===== src/tmr_map.svh =====
`ifndef TMR_MAP_SVH
`define TMR_MAP_SVH

// Register byte offsets
`define TMR_OFS_CTRL      8'h00
`define TMR_OFS_COUNT     8'h04
`define TMR_OFS_COMPARE   8'h08
`define TMR_OFS_FLAGS     8'h0C
`define TMR_OFS_MASKS     8'h10
`define TMR_OFS_ASYNC     8'h14

// Control fields
`define TMR_CTRL_CS_LSB   0
`define TMR_CTRL_WM_LSB   3
`define TMR_CTRL_COM_LSB  5
`define TMR_CTRL_FORCE    7

// Flag and mask bit positions
`define TMR_FLAG_OVF      0
`define TMR_FLAG_CMP      1

// Async status field
`define TMR_ASYNC_SEL     3

// Count range
`define TMR_BOTTOM        8'h00
`define TMR_MAX           8'hFF

// Reset values
`define TMR_RST_CTRL      8'h00
`define TMR_RST_COUNT     8'h00
`define TMR_RST_COMPARE   8'h00
`define TMR_RST_FLAGS     2'h0
`define TMR_RST_MASKS     2'h0

// Prescaler division masks
`define TMR_DIV8_MASK     10'h007
`define TMR_DIV32_MASK    10'h01F
`define TMR_DIV64_MASK    10'h03F
`define TMR_DIV128_MASK   10'h07F
`define TMR_DIV256_MASK   10'h0FF
`define TMR_DIV1024_MASK  10'h3FF

`endif


===== src/tmr_pkg.sv =====
package tmr_pkg;

  typedef enum logic [1:0]
  {
    TMR_WAVE_NORMAL = 2'b00,
    TMR_WAVE_PHASE  = 2'b01,
    TMR_WAVE_CTC    = 2'b10,
    TMR_WAVE_FAST   = 2'b11
  } tmr_wave_t;

  typedef enum logic [1:0]
  {
    TMR_COM_OFF    = 2'b00,
    TMR_COM_TOGGLE = 2'b01,
    TMR_COM_CLEAR  = 2'b10,
    TMR_COM_SET    = 2'b11
  } tmr_com_t;

  typedef enum logic
  {
    TMR_DIR_UP   = 1'b0,
    TMR_DIR_DOWN = 1'b1
  } tmr_dir_t;

endpackage : tmr_pkg


===== src/tmr_core.sv =====
`timescale 1ns/1ns
`include "tmr_map.svh"
// Contract
// - Count and compare are 8-bit software registers
// - Flags in shared register, each gated by mask
// - Tick from prescaled clock or crystal pins
// - No clock selected: counter holds still
// - Compare buffered value against count every tick
// - Match drives PWM or frequency output pin
// - Match sets compare flag, raises interrupt
// - Zero count means bottom
// - All-ones count means maximum, 255
// - Top is maximum or compare, per mode
// - Default tick source is the I/O clock
// - Async select one takes crystal as source
// - Select zero stops timer, count still accessible
// - CPU count write beats clear or count
// - Compare flag set next tick, overflow flag on its own tick, cleared by service or one

module tmr_core (
  input  wire logic        clk_i,
  input  wire logic        rst_i,
  input  wire logic        wb_cyc_i,
  input  wire logic        wb_stb_i,
  input  wire logic        wb_we_i,
  input  wire logic [7:0]  wb_adr_i,
  input  wire logic [3:0]  wb_sel_i,
  input  wire logic [31:0] wb_dat_i,
  output logic [31:0]      wb_dat_o,
  output logic             wb_ack_o,
  input  wire logic [1:0]  irq_svc_i,
  input  wire logic        crystal_pin_in,
  output logic             crystal_pin_out,
  output logic             compare_output_pin,
  output logic             irq_o
);

  logic [7:0]  ctrl_r;
  logic [7:0]  count_value_r;
  logic [7:0]  compare_value_r;
  logic [7:0]  compare_active_r;
  logic [1:0]  timer_irq_flags_r;
  logic [1:0]  timer_irq_masks_r;
  logic        async_clock_select_r;
  logic        dir_r;
  logic        match_pend_r;
  logic        block_r;
  logic        wave_r;
  logic        xin_s1_r;
  logic        xin_s2_r;
  logic        xin_s3_r;

  logic        acc_w;
  logic        wr_w;
  logic        wr_ctrl_w;
  logic        wr_count_w;
  logic        wr_cmp_w;
  logic        wr_flags_w;
  logic        wr_masks_w;
  logic        wr_async_w;
  logic [7:0]  wdat_w;
  logic [31:0] rdat_w;
  logic [2:0]  clock_source_select_w;
  logic [1:0]  mode_w;
  logic [1:0]  com_w;
  logic        pwm_w;
  logic        src_tick_w;
  logic        timer_tick_w;
  logic        at_bottom_w;
  logic        at_max_w;
  logic [7:0]  top_w;
  logic        at_top_w;
  logic [7:0]  count_nxt;
  logic        dir_nxt;
  logic        match_w;
  logic        ovf_evt_w;
  logic        cmp_evt_w;
  logic        force_w;
  logic        wave_nxt;
  logic [1:0]  flags_nxt;

  // Sticky flag: set beats clear
  function automatic logic flag_upd(input logic cur, input logic set, input logic clr);
    return set | (cur & ~clr);
  endfunction : flag_upd

  // Bus decode, write strobes
  assign acc_w      = wb_cyc_i && wb_stb_i && !wb_ack_o;
  assign wr_w       = acc_w && wb_we_i && wb_sel_i[0];
  assign wdat_w     = wb_dat_i[7:0];
  assign wr_ctrl_w  = wr_w && (wb_adr_i == `TMR_OFS_CTRL);
  assign wr_count_w = wr_w && (wb_adr_i == `TMR_OFS_COUNT);
  assign wr_cmp_w   = wr_w && (wb_adr_i == `TMR_OFS_COMPARE);
  assign wr_flags_w = wr_w && (wb_adr_i == `TMR_OFS_FLAGS);
  assign wr_masks_w = wr_w && (wb_adr_i == `TMR_OFS_MASKS);
  assign wr_async_w = wr_w && (wb_adr_i == `TMR_OFS_ASYNC);

  always_comb
  begin
    rdat_w = 32'h0000_0000;
    case (wb_adr_i)
      `TMR_OFS_CTRL:    rdat_w = {24'h00_0000, 1'b0, ctrl_r[6:0]};
      `TMR_OFS_COUNT:   rdat_w = {24'h00_0000, count_value_r};
      `TMR_OFS_COMPARE: rdat_w = {24'h00_0000, compare_value_r};
      `TMR_OFS_FLAGS:   rdat_w = {30'h0000_0000, timer_irq_flags_r};
      `TMR_OFS_MASKS:   rdat_w = {30'h0000_0000, timer_irq_masks_r};
      `TMR_OFS_ASYNC:   rdat_w = {28'h000_0000, async_clock_select_r, 3'h0};
      default:          rdat_w = 32'h0000_0000;
    endcase
  end

  assign clock_source_select_w = ctrl_r[`TMR_CTRL_CS_LSB +: 3];
  assign mode_w                = ctrl_r[`TMR_CTRL_WM_LSB +: 2];
  assign com_w                 = ctrl_r[`TMR_CTRL_COM_LSB +: 2];
  assign pwm_w = (mode_w == tmr_pkg::TMR_WAVE_PHASE) || (mode_w == tmr_pkg::TMR_WAVE_FAST);

  // Crystal edge detect after two-stage synchroniser
  assign src_tick_w = async_clock_select_r ? (xin_s2_r && !xin_s3_r) : 1'b1;

  tmr_prescale #(
    .PW (10)
  ) u_prescale (
    .clk_i      (clk_i),
    .rst_i      (rst_i),
    .src_tick_i (src_tick_w),
    .sel_i      (clock_source_select_w),
    .tick_o     (timer_tick_w)
  );

  // Range markers
  assign at_bottom_w = (count_value_r == `TMR_BOTTOM);
  assign at_max_w    = (count_value_r == `TMR_MAX);
  assign top_w       = (mode_w == tmr_pkg::TMR_WAVE_CTC) ? compare_active_r : `TMR_MAX;
  assign at_top_w    = (count_value_r == top_w);
  assign match_w     = (count_value_r == compare_active_r);

  // Counter sequencing per mode
  always_comb
  begin
    count_nxt = count_value_r;
    dir_nxt   = dir_r;
    case (mode_w)
      tmr_pkg::TMR_WAVE_PHASE:
      begin
        if (dir_r == tmr_pkg::TMR_DIR_UP)
        begin
          if (at_top_w)
          begin
            dir_nxt   = tmr_pkg::TMR_DIR_DOWN;
            count_nxt = count_value_r - 8'h01;
          end
          else
            count_nxt = count_value_r + 8'h01;
        end
        else
        begin
          if (at_bottom_w)
          begin
            dir_nxt   = tmr_pkg::TMR_DIR_UP;
            count_nxt = count_value_r + 8'h01;
          end
          else
            count_nxt = count_value_r - 8'h01;
        end
      end
      tmr_pkg::TMR_WAVE_CTC:
      begin
        dir_nxt   = tmr_pkg::TMR_DIR_UP;
        count_nxt = at_top_w ? `TMR_BOTTOM : count_value_r + 8'h01;
      end
      default:
      begin
        dir_nxt   = tmr_pkg::TMR_DIR_UP;
        count_nxt = count_value_r + 8'h01;
      end
    endcase
  end

  // Overflow: at bottom turn in phase mode, else at maximum
  assign ovf_evt_w = timer_tick_w && ((mode_w == tmr_pkg::TMR_WAVE_PHASE)
                     ? (at_bottom_w && dir_r == tmr_pkg::TMR_DIR_DOWN) : at_max_w);
  // Match seen on one tick flags on the next
  assign cmp_evt_w = timer_tick_w && match_pend_r;
  assign force_w   = wr_ctrl_w && wdat_w[`TMR_CTRL_FORCE] && !pwm_w;

  // Waveform generator
  always_comb
  begin
    wave_nxt = wave_r;
    if (force_w || (timer_tick_w && match_w && !block_r && !pwm_w))
    begin
      case (com_w)
        tmr_pkg::TMR_COM_TOGGLE: wave_nxt = ~wave_r;
        tmr_pkg::TMR_COM_CLEAR:  wave_nxt = 1'b0;
        tmr_pkg::TMR_COM_SET:    wave_nxt = 1'b1;
        default:                 wave_nxt = wave_r;
      endcase
    end
    else if (timer_tick_w && pwm_w && com_w[1])
    begin
      case (mode_w)
        tmr_pkg::TMR_WAVE_FAST:
        begin
          if (match_w && !block_r)
            wave_nxt = com_w[0];
          else if (at_max_w)
            wave_nxt = ~com_w[0];
          else
            wave_nxt = wave_r;
        end
        default:
        begin
          if (match_w && !block_r)
            wave_nxt = (dir_r == tmr_pkg::TMR_DIR_UP) ? com_w[0] : ~com_w[0];
          else
            wave_nxt = wave_r;
        end
      endcase
    end
  end

  assign flags_nxt[`TMR_FLAG_OVF] = flag_upd(timer_irq_flags_r[`TMR_FLAG_OVF], ovf_evt_w,
    (wr_flags_w && wdat_w[`TMR_FLAG_OVF]) || irq_svc_i[`TMR_FLAG_OVF]);
  assign flags_nxt[`TMR_FLAG_CMP] = flag_upd(timer_irq_flags_r[`TMR_FLAG_CMP], cmp_evt_w,
    (wr_flags_w && wdat_w[`TMR_FLAG_CMP]) || irq_svc_i[`TMR_FLAG_CMP]);

  // Bus slave and registers
  always_ff @(posedge clk_i)
  begin
    if (rst_i)
    begin
      wb_ack_o             <= 1'b0;
      wb_dat_o             <= 32'h0000_0000;
      ctrl_r               <= `TMR_RST_CTRL;
      timer_irq_masks_r    <= `TMR_RST_MASKS;
      timer_irq_flags_r    <= `TMR_RST_FLAGS;
      async_clock_select_r <= 1'b0;
      compare_value_r      <= `TMR_RST_COMPARE;
      irq_o                <= 1'b0;
    end
    else
    begin
      wb_ack_o <= acc_w;
      if (acc_w)
        wb_dat_o <= rdat_w;
      if (wr_ctrl_w)
        ctrl_r <= {1'b0, wdat_w[6:0]};
      if (wr_masks_w)
        timer_irq_masks_r <= wdat_w[1:0];
      if (wr_async_w)
        async_clock_select_r <= wdat_w[`TMR_ASYNC_SEL];
      if (wr_cmp_w)
        compare_value_r <= wdat_w;
      timer_irq_flags_r <= flags_nxt;
      irq_o <= |(flags_nxt & timer_irq_masks_r);
    end
  end

  // Counter, compare buffer, match pipeline
  always_ff @(posedge clk_i)
  begin
    if (rst_i)
    begin
      count_value_r    <= `TMR_RST_COUNT;
      dir_r            <= tmr_pkg::TMR_DIR_UP;
      compare_active_r <= `TMR_RST_COMPARE;
      match_pend_r     <= 1'b0;
      block_r          <= 1'b0;
    end
    else
    begin
      if (wr_count_w)
        count_value_r <= wdat_w;
      else if (timer_tick_w)
        count_value_r <= count_nxt;
      if (timer_tick_w)
        dir_r <= dir_nxt;
      // Buffer loads directly outside PWM, else at top
      if (!pwm_w)
        compare_active_r <= compare_value_r;
      else if (timer_tick_w && at_top_w)
        compare_active_r <= compare_value_r;
      if (timer_tick_w)
        match_pend_r <= match_w && !block_r;
      // Count write hides the match of the next tick
      if (wr_count_w)
        block_r <= 1'b1;
      else if (timer_tick_w)
        block_r <= 1'b0;
    end
  end

  // Pins
  always_ff @(posedge clk_i)
  begin
    if (rst_i)
    begin
      xin_s1_r           <= 1'b0;
      xin_s2_r           <= 1'b0;
      xin_s3_r           <= 1'b0;
      wave_r             <= 1'b0;
      compare_output_pin <= 1'b0;
      crystal_pin_out    <= 1'b0;
    end
    else
    begin
      xin_s1_r           <= crystal_pin_in;
      xin_s2_r           <= xin_s1_r;
      xin_s3_r           <= xin_s2_r;
      wave_r             <= wave_nxt;
      compare_output_pin <= (com_w != tmr_pkg::TMR_COM_OFF) ? wave_nxt : 1'b0;
      crystal_pin_out    <= async_clock_select_r & ~xin_s2_r;
    end
  end

endmodule : tmr_core


===== src/tmr_prescale.sv =====
`timescale 1ns/1ns
`include "tmr_map.svh"

module tmr_prescale #(
  parameter int PW = 10
) (
  input  wire logic          clk_i,
  input  wire logic          rst_i,
  input  wire logic          src_tick_i,
  input  wire logic [2:0]    sel_i,
  output logic               tick_o
);

  logic [PW-1:0] pre_r;
  logic [PW-1:0] mask_w;
  logic          hit_w;

  function automatic logic [PW-1:0] div_mask(input logic [2:0] sel);
    logic [PW-1:0] m;
    m = '0;
    case (sel)
      3'h2:    m = PW'(`TMR_DIV8_MASK);
      3'h3:    m = PW'(`TMR_DIV32_MASK);
      3'h4:    m = PW'(`TMR_DIV64_MASK);
      3'h5:    m = PW'(`TMR_DIV128_MASK);
      3'h6:    m = PW'(`TMR_DIV256_MASK);
      3'h7:    m = PW'(`TMR_DIV1024_MASK);
      default: m = '0;
    endcase
    return m;
  endfunction : div_mask

  assign mask_w = div_mask(sel_i);
  // Select zero gives no tick at all
  assign hit_w  = src_tick_i && (sel_i != 3'h0) && ((pre_r & mask_w) == mask_w);

  always_ff @(posedge clk_i)
  begin
    if (rst_i)
    begin
      pre_r  <= '0;
      tick_o <= 1'b0;
    end
    else
    begin
      if (src_tick_i)
        pre_r <= pre_r + PW'(1);
      tick_o <= hit_w;
    end
  end

endmodule : tmr_prescale


===== config.mk =====
export PLATFORM = sky130hd
export DESIGN_NAME = tmr_core
export DESIGN_NICKNAME = d
export VERILOG_FILES = /design/src/tmr_pkg.sv /design/src/tmr_core.sv /design/src/tmr_prescale.sv
export VERILOG_INCLUDE_DIRS = /design/src
export SDC_FILE = /design/constraint.sdc
export NUM_CORES = 1
export LEC_CHECK = 0
export BUFFER_PORTS_ARGS = -buffer_cell sky130_fd_sc_hd__buf_2
export CORE_MARGIN = 1
export CORE_UTILIZATION = 56
export CTS_BUF_LIST = sky130_fd_sc_hd__clkbuf_8
export DETAILED_ROUTE_END_ITERATION = 7
export GPL_TIMING_DRIVEN = 0
export PLACE_DENSITY = 0.87
export SLEW_MARGIN = 0
export SYNTH_ARGS = -nofsm -noshare
export SYNTH_HDL_FRONTEND = slang
export SYNTH_SLANG_ARGS = --single-unit

===== constraint.sdc =====
create_clock -name clk_i -period 3.42 [get_ports clk_i]
set_input_delay 0.342 -clock clk_i [delete_from_list [all_inputs] [get_ports clk_i]]
set_output_delay 0.342 -clock clk_i [all_outputs]
set_load 0.02 [all_outputs]

After elaboration in Yosys (flattened, before gate mapping)
Index checks and enable logic that the tools add are counted.
{"block": "totals", "register_bits": 90, "out_inout_bits": 36, "wordCells": 129}
{"block": "op_classes", "addsub": 3, "eq_ne": 22, "mux": 28, "n_bitwise": 13, "n_reduce_logical": 42}
{"cell": "$mux W8", "count": 9}
{"cell": "$pmux W10 S6", "count": 1}
{"cell": "$pmux W8 S6", "count": 1}
{"cell": "$logic_and A1 B1 Y1", "count": 27}
{"cell": "$eq A8 B4 Y1 const B", "count": 2}
{"cell": "$eq A8 B5 Y1 const B", "count": 2}
{"cell": "$eq A8 B8 Y1", "count": 2}
{"cell": "$logic_not A8 Y1", "count": 2}
{"cell": "$pmux W8 S2", "count": 1}
{"cell": "$mux W1", "count": 15}
{"cell": "$eq A3 B3 Y1 const B", "count": 4}
{"cell": "$add A10 B1 Y10 const B", "count": 1}
{"cell": "$and A10 B10 Y10", "count": 1}
{"cell": "$eq A10 B10 Y1", "count": 1}
{"cell": "$add A8 B1 Y8 const B", "count": 1}
{"cell": "$eq A2 B2 Y1 const B", "count": 4}
{"cell": "$eq A8 B3 Y1 const B", "count": 1}
{"cell": "$eq A8 B8 Y1 const B", "count": 1}
{"cell": "$sub A8 B1 Y8 const B", "count": 1}
{"cell": "$eq A3 B2 Y1 const B", "count": 2}
{"cell": "$not A1 Y1", "count": 6}
{"cell": "$eq A2 B1 Y1 const B", "count": 2}
{"cell": "$logic_not A1 Y1", "count": 4}
{"cell": "$logic_or A1 B1 Y1", "count": 4}
{"cell": "8 further kinds", "count": 13}

Longest topological paths before layout
Gate-level depths: netlist of run 1.
{"block": "depth", "ltp_word": 12, "ltp_mapped": 11, "depth_no_buf": 9}

Cells and area by module
Synthesis of run 1 repeated with hierarchy kept, for this count alone.
{"block": "hier_totals", "hier_cells": 465, "hier_area_um2": 3774.9}
{"module": "tmr_core", "n_inst": 1, "cells_each": 407, "area_per_inst_um2": 3264.4, "seq_area_each_um2": 1101.1}
{"module": "tmr_prescale", "n_inst": 1, "cells_each": 58, "area_per_inst_um2": 510.5, "seq_area_each_um2": 220.2}

Worst setup path before layout of run 1
OpenSTA, ideal clock, no wires.
{"block": "synth_path", "path_kind": "reg2reg", "startpoint": "register ctrl_r[4]", "endpoint": "register count_value_r[7]", "t_arrival_ns": 2.253, "t_required_ns": 3.293, "setup_slack_ns": 1.040, "stages_incl_launch_ff": 11, "path_buffers": 2, "period_less_slack_ns": 2.380, "cell_sequence": "dfxtp_1 ha_1 buf_2 nor2b_1 o22ai_1 or4_4 buf_6 a211oi_1 o211a_1 nor4b_1 or3_1"}
{"block": "synth_via", "elab_chain_cells": 8}
{"element": "start, declared", "line": "tmr_core.sv:38", "source": "logic [7:0] ctrl_r;"}
{"element": "start signal, assigned", "line": "tmr_core.sv:234", "source": "ctrl_r <= `TMR_RST_CTRL;"}
{"element": "start signal, assigned", "line": "tmr_core.sv:247", "source": "ctrl_r <= {1'b0, wdat_w[6:0]};"}
{"element": "$eq A2 B2 Y1", "line": "tmr_core.sv:133, tmr_core.sv:142"}
{"element": "$mux W8 (no line)"}
{"element": "$eq A8 B8 Y1", "line": "tmr_core.sv:134", "source": "assign at_top_w = (count_value_r == top_w);"}
{"element": "$mux W8", "line": "tmr_core.sv:147", "source": "if (at_top_w)"}
{"element": "$mux W8", "line": "tmr_core.sv:145", "source": "if (dir_r == tmr_pkg::TMR_DIR_UP)"}
{"element": "$pmux W8 S2 *", "line": "tmr_core.sv:142", "source": "case (mode_w)"}
{"element": "$mux W8 *", "line": "tmr_core.sv:274", "source": "else if (timer_tick_w)"}
{"element": "$mux W8 *", "line": "tmr_core.sv:272", "source": "if (wr_count_w)"}
{"element": "end signal, assigned", "line": "tmr_core.sv:264", "source": "count_value_r <= `TMR_RST_COUNT;"}
{"element": "end signal, assigned", "line": "tmr_core.sv:273", "source": "count_value_r <= wdat_w;"}
{"element": "end signal, assigned", "line": "tmr_core.sv:275", "source": "count_value_r <= count_nxt;"}
{"element": "end, declared", "line": "tmr_core.sv:39", "source": "logic [7:0] count_value_r;"}
Every way passes the cells marked *; elsewhere a longest branch is shown, timed or not. The select of a mux whose other input is x is not followed.
A chain may end at the register's enable or synchronous reset.

Worst setup path in the final report of run 1
{"block": "layout_path", "startpoint": "register count_value_r[1]", "endpoint": "register count_value_r[6]"}
{"block": "layout_via", "elab_chain_cells": 6}
{"element": "$add A8 B1 Y8, or another cell as far along"}
{"element": "$mux W8 (on tied branches)", "line": "tmr_core.sv:147, tmr_core.sv:157"}
{"element": "$mux W8", "line": "tmr_core.sv:145"}
{"element": "$pmux W8 S2 *", "line": "tmr_core.sv:142"}
{"element": "$mux W8 *", "line": "tmr_core.sv:274"}
{"element": "$mux W8 *", "line": "tmr_core.sv:272"}
Marks and branches as above.

==> results_dict.tcl, run 1 <==
set metrics [dict create \
    drv_cap 0 \
    place_area_mm2 0.00420 \
    yosysMostFrequentCell "dfxtp_1" \
    clock_skew_ns 0.0119 \
    ios 88 \
    synthXorXnorAreaFrac 0.0274 \
    synth_top_family_by_area "simple AND/OR/NAND/NOR gates" \
    start_kind "register" \
    via_per_inst 6.16 \
    synthArstFlopShare 0 \
    clock_latency_ns 0.35 \
    synth-main-ff-cell "dfxtp_1" \
    drive_gt1_frac 0.171 \
    reg2reg_depth 9 \
    remaining_drc_errors 9 \
    reg2reg_from "count_value_r[1]" \
    cts_resized 0 \
    synth_area_per_cell_um2 7.99 \
    clk_pin_slew_ns 0.08 \
    violations "design-rule violations" \
    synthMuxAreaShare 0.0524 \
    synth_commonest_cells "66 x dfxtp_1, 58 x nor2_1, 43 x nand2_1" \
    vdd_drop_max_mv 0.306 \
    rows 29 \
    yosys-top-cells-area "dfxtp_1 34%, nor2_1 5.7%, mux2i_1 4.9%" \
    io_buffers 34 \
    die_h_um 84.8 \
    drt_iter0_markers 613 \
    grt_pass1_vias 3564 \
    maxSlewViolCount 0 \
    synth_edf_count 0 \
    grt_antenna_before_repair 0 \
    rsz0062_at_grt "false" \
    crit_type "reg2reg" \
    worstPathMaxFanout 8 \
    cts_setup_buffers 0 \
    fmax_mhz 347 \
    ys_ff_latch 66 \
    fp.dieW_um 84.8 \
    worst_pin_slew_ns 0.800 \
    ys_types 66 \
    cts_sinks 66 \
    post-route-min-period_ns 2.88 \
    ys_warn_count 0 \
    wl_per_cell_um 17.1 \
    ant_nets 0 \
    p_leak_nw 1.81 \
    cts_buffers 9 \
    dp_hpwl_mm 7.97 \
    timing.rr.end "count_value_r[6]" \
    synthAdderAreaFrac 0.0228 \
    holdCritStartpoint "crystal_pin_in" \
    grt_pass1_wl_mm 17.3 \
    min_period_over_period 0.842 \
    gr-total-overflow 0 \
    drt-total-wl_mm 10.8 \
    cts_max_level 3 \
    synth_cells 481 \
    relSlewSlack 0.459 \
    r2r_slack_ns 0.54 \
    tns_ns 0 \
    core_mm2 0.00649 \
    synth_top_area_frac 0.344 \
    finalSetupViolCount 0 \
    globalplace.congestion 1.01 \
    area_delta_synth_final_pct 13.6 \
    die_area_mm2 0.00720 \
    cts_buffer_depth 2 \
    num_vias 3884 \
    synthSimpleGateAreaFrac 0.253 \
    critPathRequiredTime_ns 3.70 \
    hold_class "in2reg" \
    grt_max_degree 13 \
    start_util 0.592 \
    nNetsFinal 608 \
    worst_hold_path.num_cells 2 \
    n_antenna_cell 0 \
    netlist_area_mm2 0.00384 \
    worstSetupEndpointType "register" \
    cts_hold_buf 0 \
    synth_top_cell_by_area "dfxtp_1" \
    track_usage 0.312 \
    clockRootBuffer "clkbuf_8" \
    hold_end "xin_s1_r" \
    worst_ep_arrival_time_ns 3.16 \
    cts_tree "done" \
    status "complete, but fails checks" \
    synth_compound_area_frac 0.197 \
    dr.pass1.iters 8 \
    seq_area_frac_synth 0.344 \
    fin_area_mm2 0.00437 \
    p_per_area_mw_per_mm2 355 \
    hold_violations 0 \
]
==> kinds of logic (layout without fill, tap and decap cells) <==
| family | after synthesis | in the layout |
|---|---|---|
| simple gates | 194 | 194 |
| compound gates | 109 | 109 |
| buf+inv | 72 | 122 |
| flops | 66 | 66 |
| mux | 20 | 20 |
| xor+xnor | 12 | 12 |
| fa+ha+maj | 7 | 7 |
| other cells | 1 | 24 |
==> worst max-delay path, stage by stage, from the launching register on <==
cell and delay [ns]:
dfxtp_1 0.32, clkbuf_1 0.21, inv_1 0.20, ha_1 0.18, nand2_1 0.05, nor4b_1 0.69
a211oi_1 0.09, o211a_1 0.35, or4_1 0.55, a41oi_2 0.17
==> worst max path at each step <==
stage                     startpoint               end
finish              count_value_r[1]  count_value_r[6]
global route        count_value_r[1]  count_value_r[6]
global placement    count_value_r[1]  count_value_r[6]
floorplan                  ctrl_r[4]  count_value_r[7]
detailed placement       wb_adr_i[1]  count_value_r[4]
CTS                 count_value_r[1]  count_value_r[6]
==> metrics by stage <==
stage	instances	hold slack, ns	worst slack [ns]	power, mW	util
detailed placement	615	0.436	0.623	0.975	0.646
floorplan	504	0.414	1.04	0.924	-
finish	631	0.202	0.540	1.55	0.672
global route	631	0.198	0.403	1.60	0.672
CTS	631	0.200	0.607	1.54	0.672
global placement	615	0.433	0.673	0.970	0.646
==> registers in the layout, indices dropped and copies added, names as in the netlist, 2 cells and up <==
name,flops
ctrl_r,7
compare_active_r,8
wb_dat_o,8
u_prescale.pre_r,10
timer_irq_masks_r,2
count_value_r,8
timer_irq_flags_r,2
compare_value_r,8
==> layer usage <==
| layer | track usage | vias up | part of all wire |
|---|---|---|---|
| li1 | - | 1791 | - |
| met1 | 0.388 | 1759 | 0.40 |
| met2 | 0.490 | 281 | 0.44 |
| met5 | 0 | - | 0 |
| met3 | 0.0905 | 53 | 0.12 |
| met4 | 0.168 | 0 | 0.050 |
==> report_power, final <==
group	leakage [nW]	internal (mW)	switching (mW)
logic	1.19	0.0618	0.115
clock network	0.0868	0.261	0.327
registers	0.533	0.777	0.00992
total	1.81	1.10	0.451
==> final cells by class <==
class,count,area [µm²]
Sequential cell,66,1320
Clock buffer,9,124
Clock inverter,7,46.3
Tap cell,77,96.3
Fill cell,523,2130
Buffer,51,314
Timing Repair Buffer,34,170
Multi-Input combinational cell,366,2210
Inverter,21,78.8
==> cells in the final DEF, fill, tap and decap left out, types with 3 or more instances in the layout <==
master / instances
a31oi_1: 4
conb_1: 24
ha_1: 7
nor4_1: 3
buf_2: 39
and2_1: 3
nand4_1: 8
o22ai_1: 4
nor3_1: 9
o21ai_0: 13
buf_1: 5
nand3_1: 29
a22oi_1: 8
mux2i_1: 19
xor2_1: 6
o2111a_1: 3
nand2b_1: 8
nor2_1: 58
clkbuf_1: 13
and3_1: 4
inv_1: 20
clkbuf_8: 9
dfxtp_1: 66
o31ai_1: 4
xnor2_1: 6
buf_4: 25
buf_6: 3
nand2_1: 43
nor2b_1: 6
a22o_1: 5
or3_1: 4
a21oi_1: 37
a21o_1: 5
Note: power is estimated with default switching activity, not from simulation.
==> run 2: changes to the inputs <==
Clock period 3.42 ns to 2.8 ns, I/O delays scaled along.
==> results_dict.tcl, run 2 (same netlist as run 1, synthesis figures left out) <==
set metrics [dict create \
    core_mm2 0.00649 \
    clkPwrFrac 0.378 \
    ant_nets 0 \
    rows 29 \
    worstPathMaxFanout 9 \
    pre_cts_slack_ns 0.0188 \
    start_kind "register" \
    fin_util 0.674 \
    comb_power_share 0.114 \
    cts_buffer_depth 2 \
    regMostFlops "u_prescale.pre_r" \
    min_period_over_period 0.961 \
    cts_sinks 66 \
    clock_latency_ns 0.35 \
    grt_antenna_before_repair 0 \
    worst_ep_arrival_time_ns 2.93 \
    dp_hpwl_mm 7.97 \
    switching_share 0.290 \
    n_antenna_cell 0 \
    p_int_mw 1.34 \
    vdd_drop_max_mv 0.371 \
    crit_type "reg2reg" \
    dr.pass1.iters 8 \
    grt_max_degree 13 \
    layout_commonest_cell "dfxtp_1" \
    critPathRequiredTime_ns 3.04 \
    p_per_area_mw_per_mm2 432 \
    fin_ws_ns 0.109 \
    worstSetupEndpointType "register" \
    clockRootBuffer "clkbuf_8" \
    power.switching_uw 549 \
    wl_per_cell_um 17.2 \
    cts_max_level 3 \
    globalplace.congestion 1.01 \
    io_buffers 34 \
    finalSetupViolCount 0 \
    die_area_mm2 0.00720 \
    worst_pin_slew_ns 0.761 \
    hold_violations 0 \
    grt_pass1_wl_mm 17.4 \
    drv_cap 0 \
    remaining_drc_errors 7 \
    clk_pin_slew_ns 0.08 \
    tns_ns 0 \
    gr-total-overflow 0 \
    fin_area_mm2 0.00438 \
    p_total_mw 1.89 \
    place_area_mm2 0.00420 \
    die_h_um 84.8 \
    track_usage 0.313 \
    clock_skew_ns 0.0123 \
    cts_tree "done" \
    start_util 0.592 \
    nNetsFinal 608 \
    status "complete, but fails checks" \
    fp.dieW_um 84.8 \
    largest_reg_flops 10 \
    grt_pass1_vias 3563 \
    drive_gt1_frac 0.179 \
    via_per_inst 6.19 \
    drt-total-wl_mm 10.9 \
    ios 88 \
    cts_setup_buffers 0 \
    violations "design-rule violations" \
    cts_buffers 9 \
    seq_power_share 0.508 \
    area_delta_synth_final_pct 13.9 \
    relSlewSlack 0.491 \
    num_vias 3909 \
    drt_iter0_markers 555 \
    maxSlewViolCount 0 \
    p_leak_nw 1.80 \
    post-route-min-period_ns 2.69 \
    hold_class "in2reg" \
    final_cell_mix "66 x dfxtp_1, 58 x nor2_1, 43 x nand2_1" \
    fmax_mhz 372 \
]
run 2: layout make-up:
class	count	area, µm²
Clock buffer	9	124
Clock inverter	7	46.3
Tap cell	77	96.3
Buffer	51	318
Fill cell	521	2120
Multi-Input combinational cell	366	2220
Inverter	21	78.8
Timing Repair Buffer	34	170
Sequential cell	66	1320
run 2: path summary, 6_finish.rpt:
path	from	endpoint	cells after the start	slack (ns)
worst max-delay path	ctrl_r[4]	count_value_r[7]	10	0.11
worst min register to register	xin_s1_r	xin_s2_r	1	0.45
worst min-delay path	crystal_pin_in	xin_s1_r	2	0.15
worst max register to register	ctrl_r[4]	count_value_r[7]	10	0.11
run 2: stage by stage:
stage | hold slack (ns) | cells
after detailed placement | 0.436 | 615
after CTS | 0.138 | 631
after global placement | 0.433 | 615
final | 0.146 | 631
after floorplan | 0.408 | 504
after global routing | 0.136 | 631
run 2: metal layers:
metal  up-vias  global-route usage  wire length, µm
met5         -                   0                0
met4         0               0.165              530
met3        51              0.0905             1310
met2       291               0.493             4790
met1      1773               0.389             4230
li1       1794                   -                -
run 2: what timing repair did:
action / CTS / global route
pin swaps: 0 / 2
endpoints found under the setup margin: 1 / 11
gates resized for setup: 1 / 5
hold buffers: 0 / 0
run 2: worst max-delay path: stages (launching register included):
cell,delay [ns]
dfxtp_1,0.43
ha_1,0.18
clkbuf_4,0.17
nor2b_1,0.16
o22ai_1,0.09
or4_4,0.43
buf_6,0.16
a211oi_1,0.23
o211a_2,0.31
o21ai_0,0.12
or3_1,0.30
run 2: power groups by stage:
| stage | Sequential (mW) | Combinational [mW] | Clock (mW) |
|---|---|---|---|
| floorplan | 0.979 | 0.150 | 0 |
| global placement | 0.981 | 0.203 | 0 |
| detailed placement | 0.983 | 0.208 | 0 |
| CTS | 0.961 | 0.209 | 0.716 |
| global route | 0.962 | 0.232 | 0.760 |
| finish | 0.962 | 0.216 | 0.715 |
==> run 3: changes to the inputs <==
Settings changed: BUFFER_PORTS_ARGS -buffer_cell sky130_fd_sc_hd__buf_2 to -buffer_cell sky130_fd_sc_hd__clkbuf_2, CAP_MARGIN set to 25, HOLD_SLACK_MARGIN set to 0.15.
==> results_dict.tcl, run 3 (same netlist as run 1, synthesis figures left out) <==
set metrics [dict create \
    layout_commonest_cell "dfxtp_1" \
    worst_pin_slew_ns 0.755 \
    clock_latency_ns 0.36 \
    reg2reg_from "ctrl_r[4]" \
    dr.pass1.iters 8 \
    grt_antenna_before_repair 0 \
    drt_iter0_markers 567 \
    min_period_over_period 0.947 \
    maxSlewViolCount 0 \
    area_delta_synth_final_pct 14.9 \
    rows 29 \
    final_cell_mix "66 x dfxtp_1, 58 x nor2_1, 43 x nand2_1" \
    clock_skew_ns 0.0172 \
    die_area_mm2 0.00720 \
    worst_ep_arrival_time_ns 2.90 \
    crit_chain "ha_1 > buf_2 > nor2b_1 > o22ai_1 > or4_4 > buf_6 > a211oi_1 > o211a_2 > nor4b_1 > or3_1" \
    via_per_inst 6.09 \
    critPathRequiredTime_ns 3.05 \
    holdCritStartpoint "wb_dat_i[2]" \
    drive_gt1_frac 0.178 \
    grt_pass1_vias 3492 \
    whs_ns 0.219 \
    hold_class "in2reg" \
    drt-total-wl_mm 10.7 \
    reg2reg_depth 10 \
    startpoint "ctrl_r[4]" \
    fmax_mhz 377 \
    largest_reg_flops 10 \
    crit_type "reg2reg" \
    cts_buffers 9 \
    p_leak_nw 1.82 \
    critPathTopFamily "simple AND/OR/NAND/NOR gates" \
    post-route-min-period_ns 2.65 \
    r2r_slack_ns 0.15 \
    n_antenna_cell 0 \
    multi_input_area_mm2 0.00222 \
    core_mm2 0.00649 \
    cts_tree "done" \
    rsz0062_at_grt "false" \
    seq_area_mm2 0.00132 \
    dp_hpwl_mm 7.78 \
    p_per_area_mw_per_mm2 454 \
    cts_setup_buffers 0 \
    io_buffers 34 \
    wl_per_cell_um 16.9 \
    worst_hold_path.num_cells 3 \
    regMostFlops "u_prescale.pre_r" \
    worstPathMaxFanout 9 \
    clockRootBuffer "clkbuf_8" \
    cp.buffers_inverters 2 \
    finalSetupViolCount 0 \
    start_kind "register" \
    tns_ns 0 \
    die_h_um 84.8 \
    drv_cap 0 \
    globalplace.congestion 0.993 \
    num_vias 3851 \
    cts_max_level 3 \
    grt_pass1_wl_mm 17.1 \
    track_usage 0.308 \
    nFillCells 534 \
    worstSetupEndpointType "register" \
    crit_slowest_cell "dfxtp_1" \
    start_util 0.592 \
    status "complete, but fails checks" \
    ant_nets 0 \
    hold_violations 0 \
    clk_pin_slew_ns 0.09 \
    fp.dieW_um 84.8 \
    gr-total-overflow 0 \
    ios 88 \
    violations "design-rule violations" \
    grt_max_degree 14 \
    nNetsFinal 609 \
    slowest_delay_ns 0.42 \
    vdd_drop_max_mv 0.394 \
    relSlewSlack 0.495 \
    cts_buffer_depth 2 \
    cp.depth 10 \
    remaining_drc_errors 9 \
    cts_sinks 66 \
]
==> run 3: stage by stage <==
stage	setup slack, ns	instance area, µm²	total power [mW]	utilization	cells
after global routing	0.00168	4410	2.06	0.680	632
final	0.148	4410	2.00	0.680	632
after floorplan	0.420	3930	1.13	-	504
after CTS	0.152	4410	2.00	0.679	632
after global placement	0.0475	4200	1.18	0.646	615
after detailed placement	0.0232	4200	1.19	0.646	615
==> run 3: cell type report <==
type | count | area share
well taps | 77 | 0.0218
clock buffers | 9 | 0.0281
repair buffers | 35 | 0.0408
flip-flops and latches | 66 | 0.299
plain buffers | 51 | 0.0714
multi-input cells | 366 | 0.503
clock inverters | 7 | 0.0176
inverters | 21 | 0.0179
==> run 3: layer usage <==
metal | wire (µm) | vias up | GRT usage
li1 | - | 1802 | -
met1 | 4340 | 1737 | 0.394
met2 | 4720 | 264 | 0.465
met3 | 1190 | 48 | 0.0875
met4 | 441 | 0 | 0.173
met5 | 0 | - | 0.0350
==> run 3: what timing repair did <==
action,4_1_cts,5_1_grt
gates resized for setup,1,3
hold buffers,1,0
endpoints found under the hold margin,1,0
setup endpoints to repair,1,4
==> run 3: worst paths after layout <==
check	end
min reg2reg	xin_s2_r
max reg2reg	count_value_r[7]
max	count_value_r[7]
min	compare_value_r[2]
==> run 3: where the power goes <==
part / leakage (nW) / internal (mW) / switching [mW]
clock: 0.105 / 0.420 / 0.408
sequential: 0.533 / 0.949 / 0.0114
combinational: 1.18 / 0.0763 / 0.139
total: 1.82 / 1.45 / 0.558
==> run 3: worst min-delay path: stages <==
cell      delay (ns)
clkbuf_2        0.11
nand3_1         0.07
a21oi_1         0.06
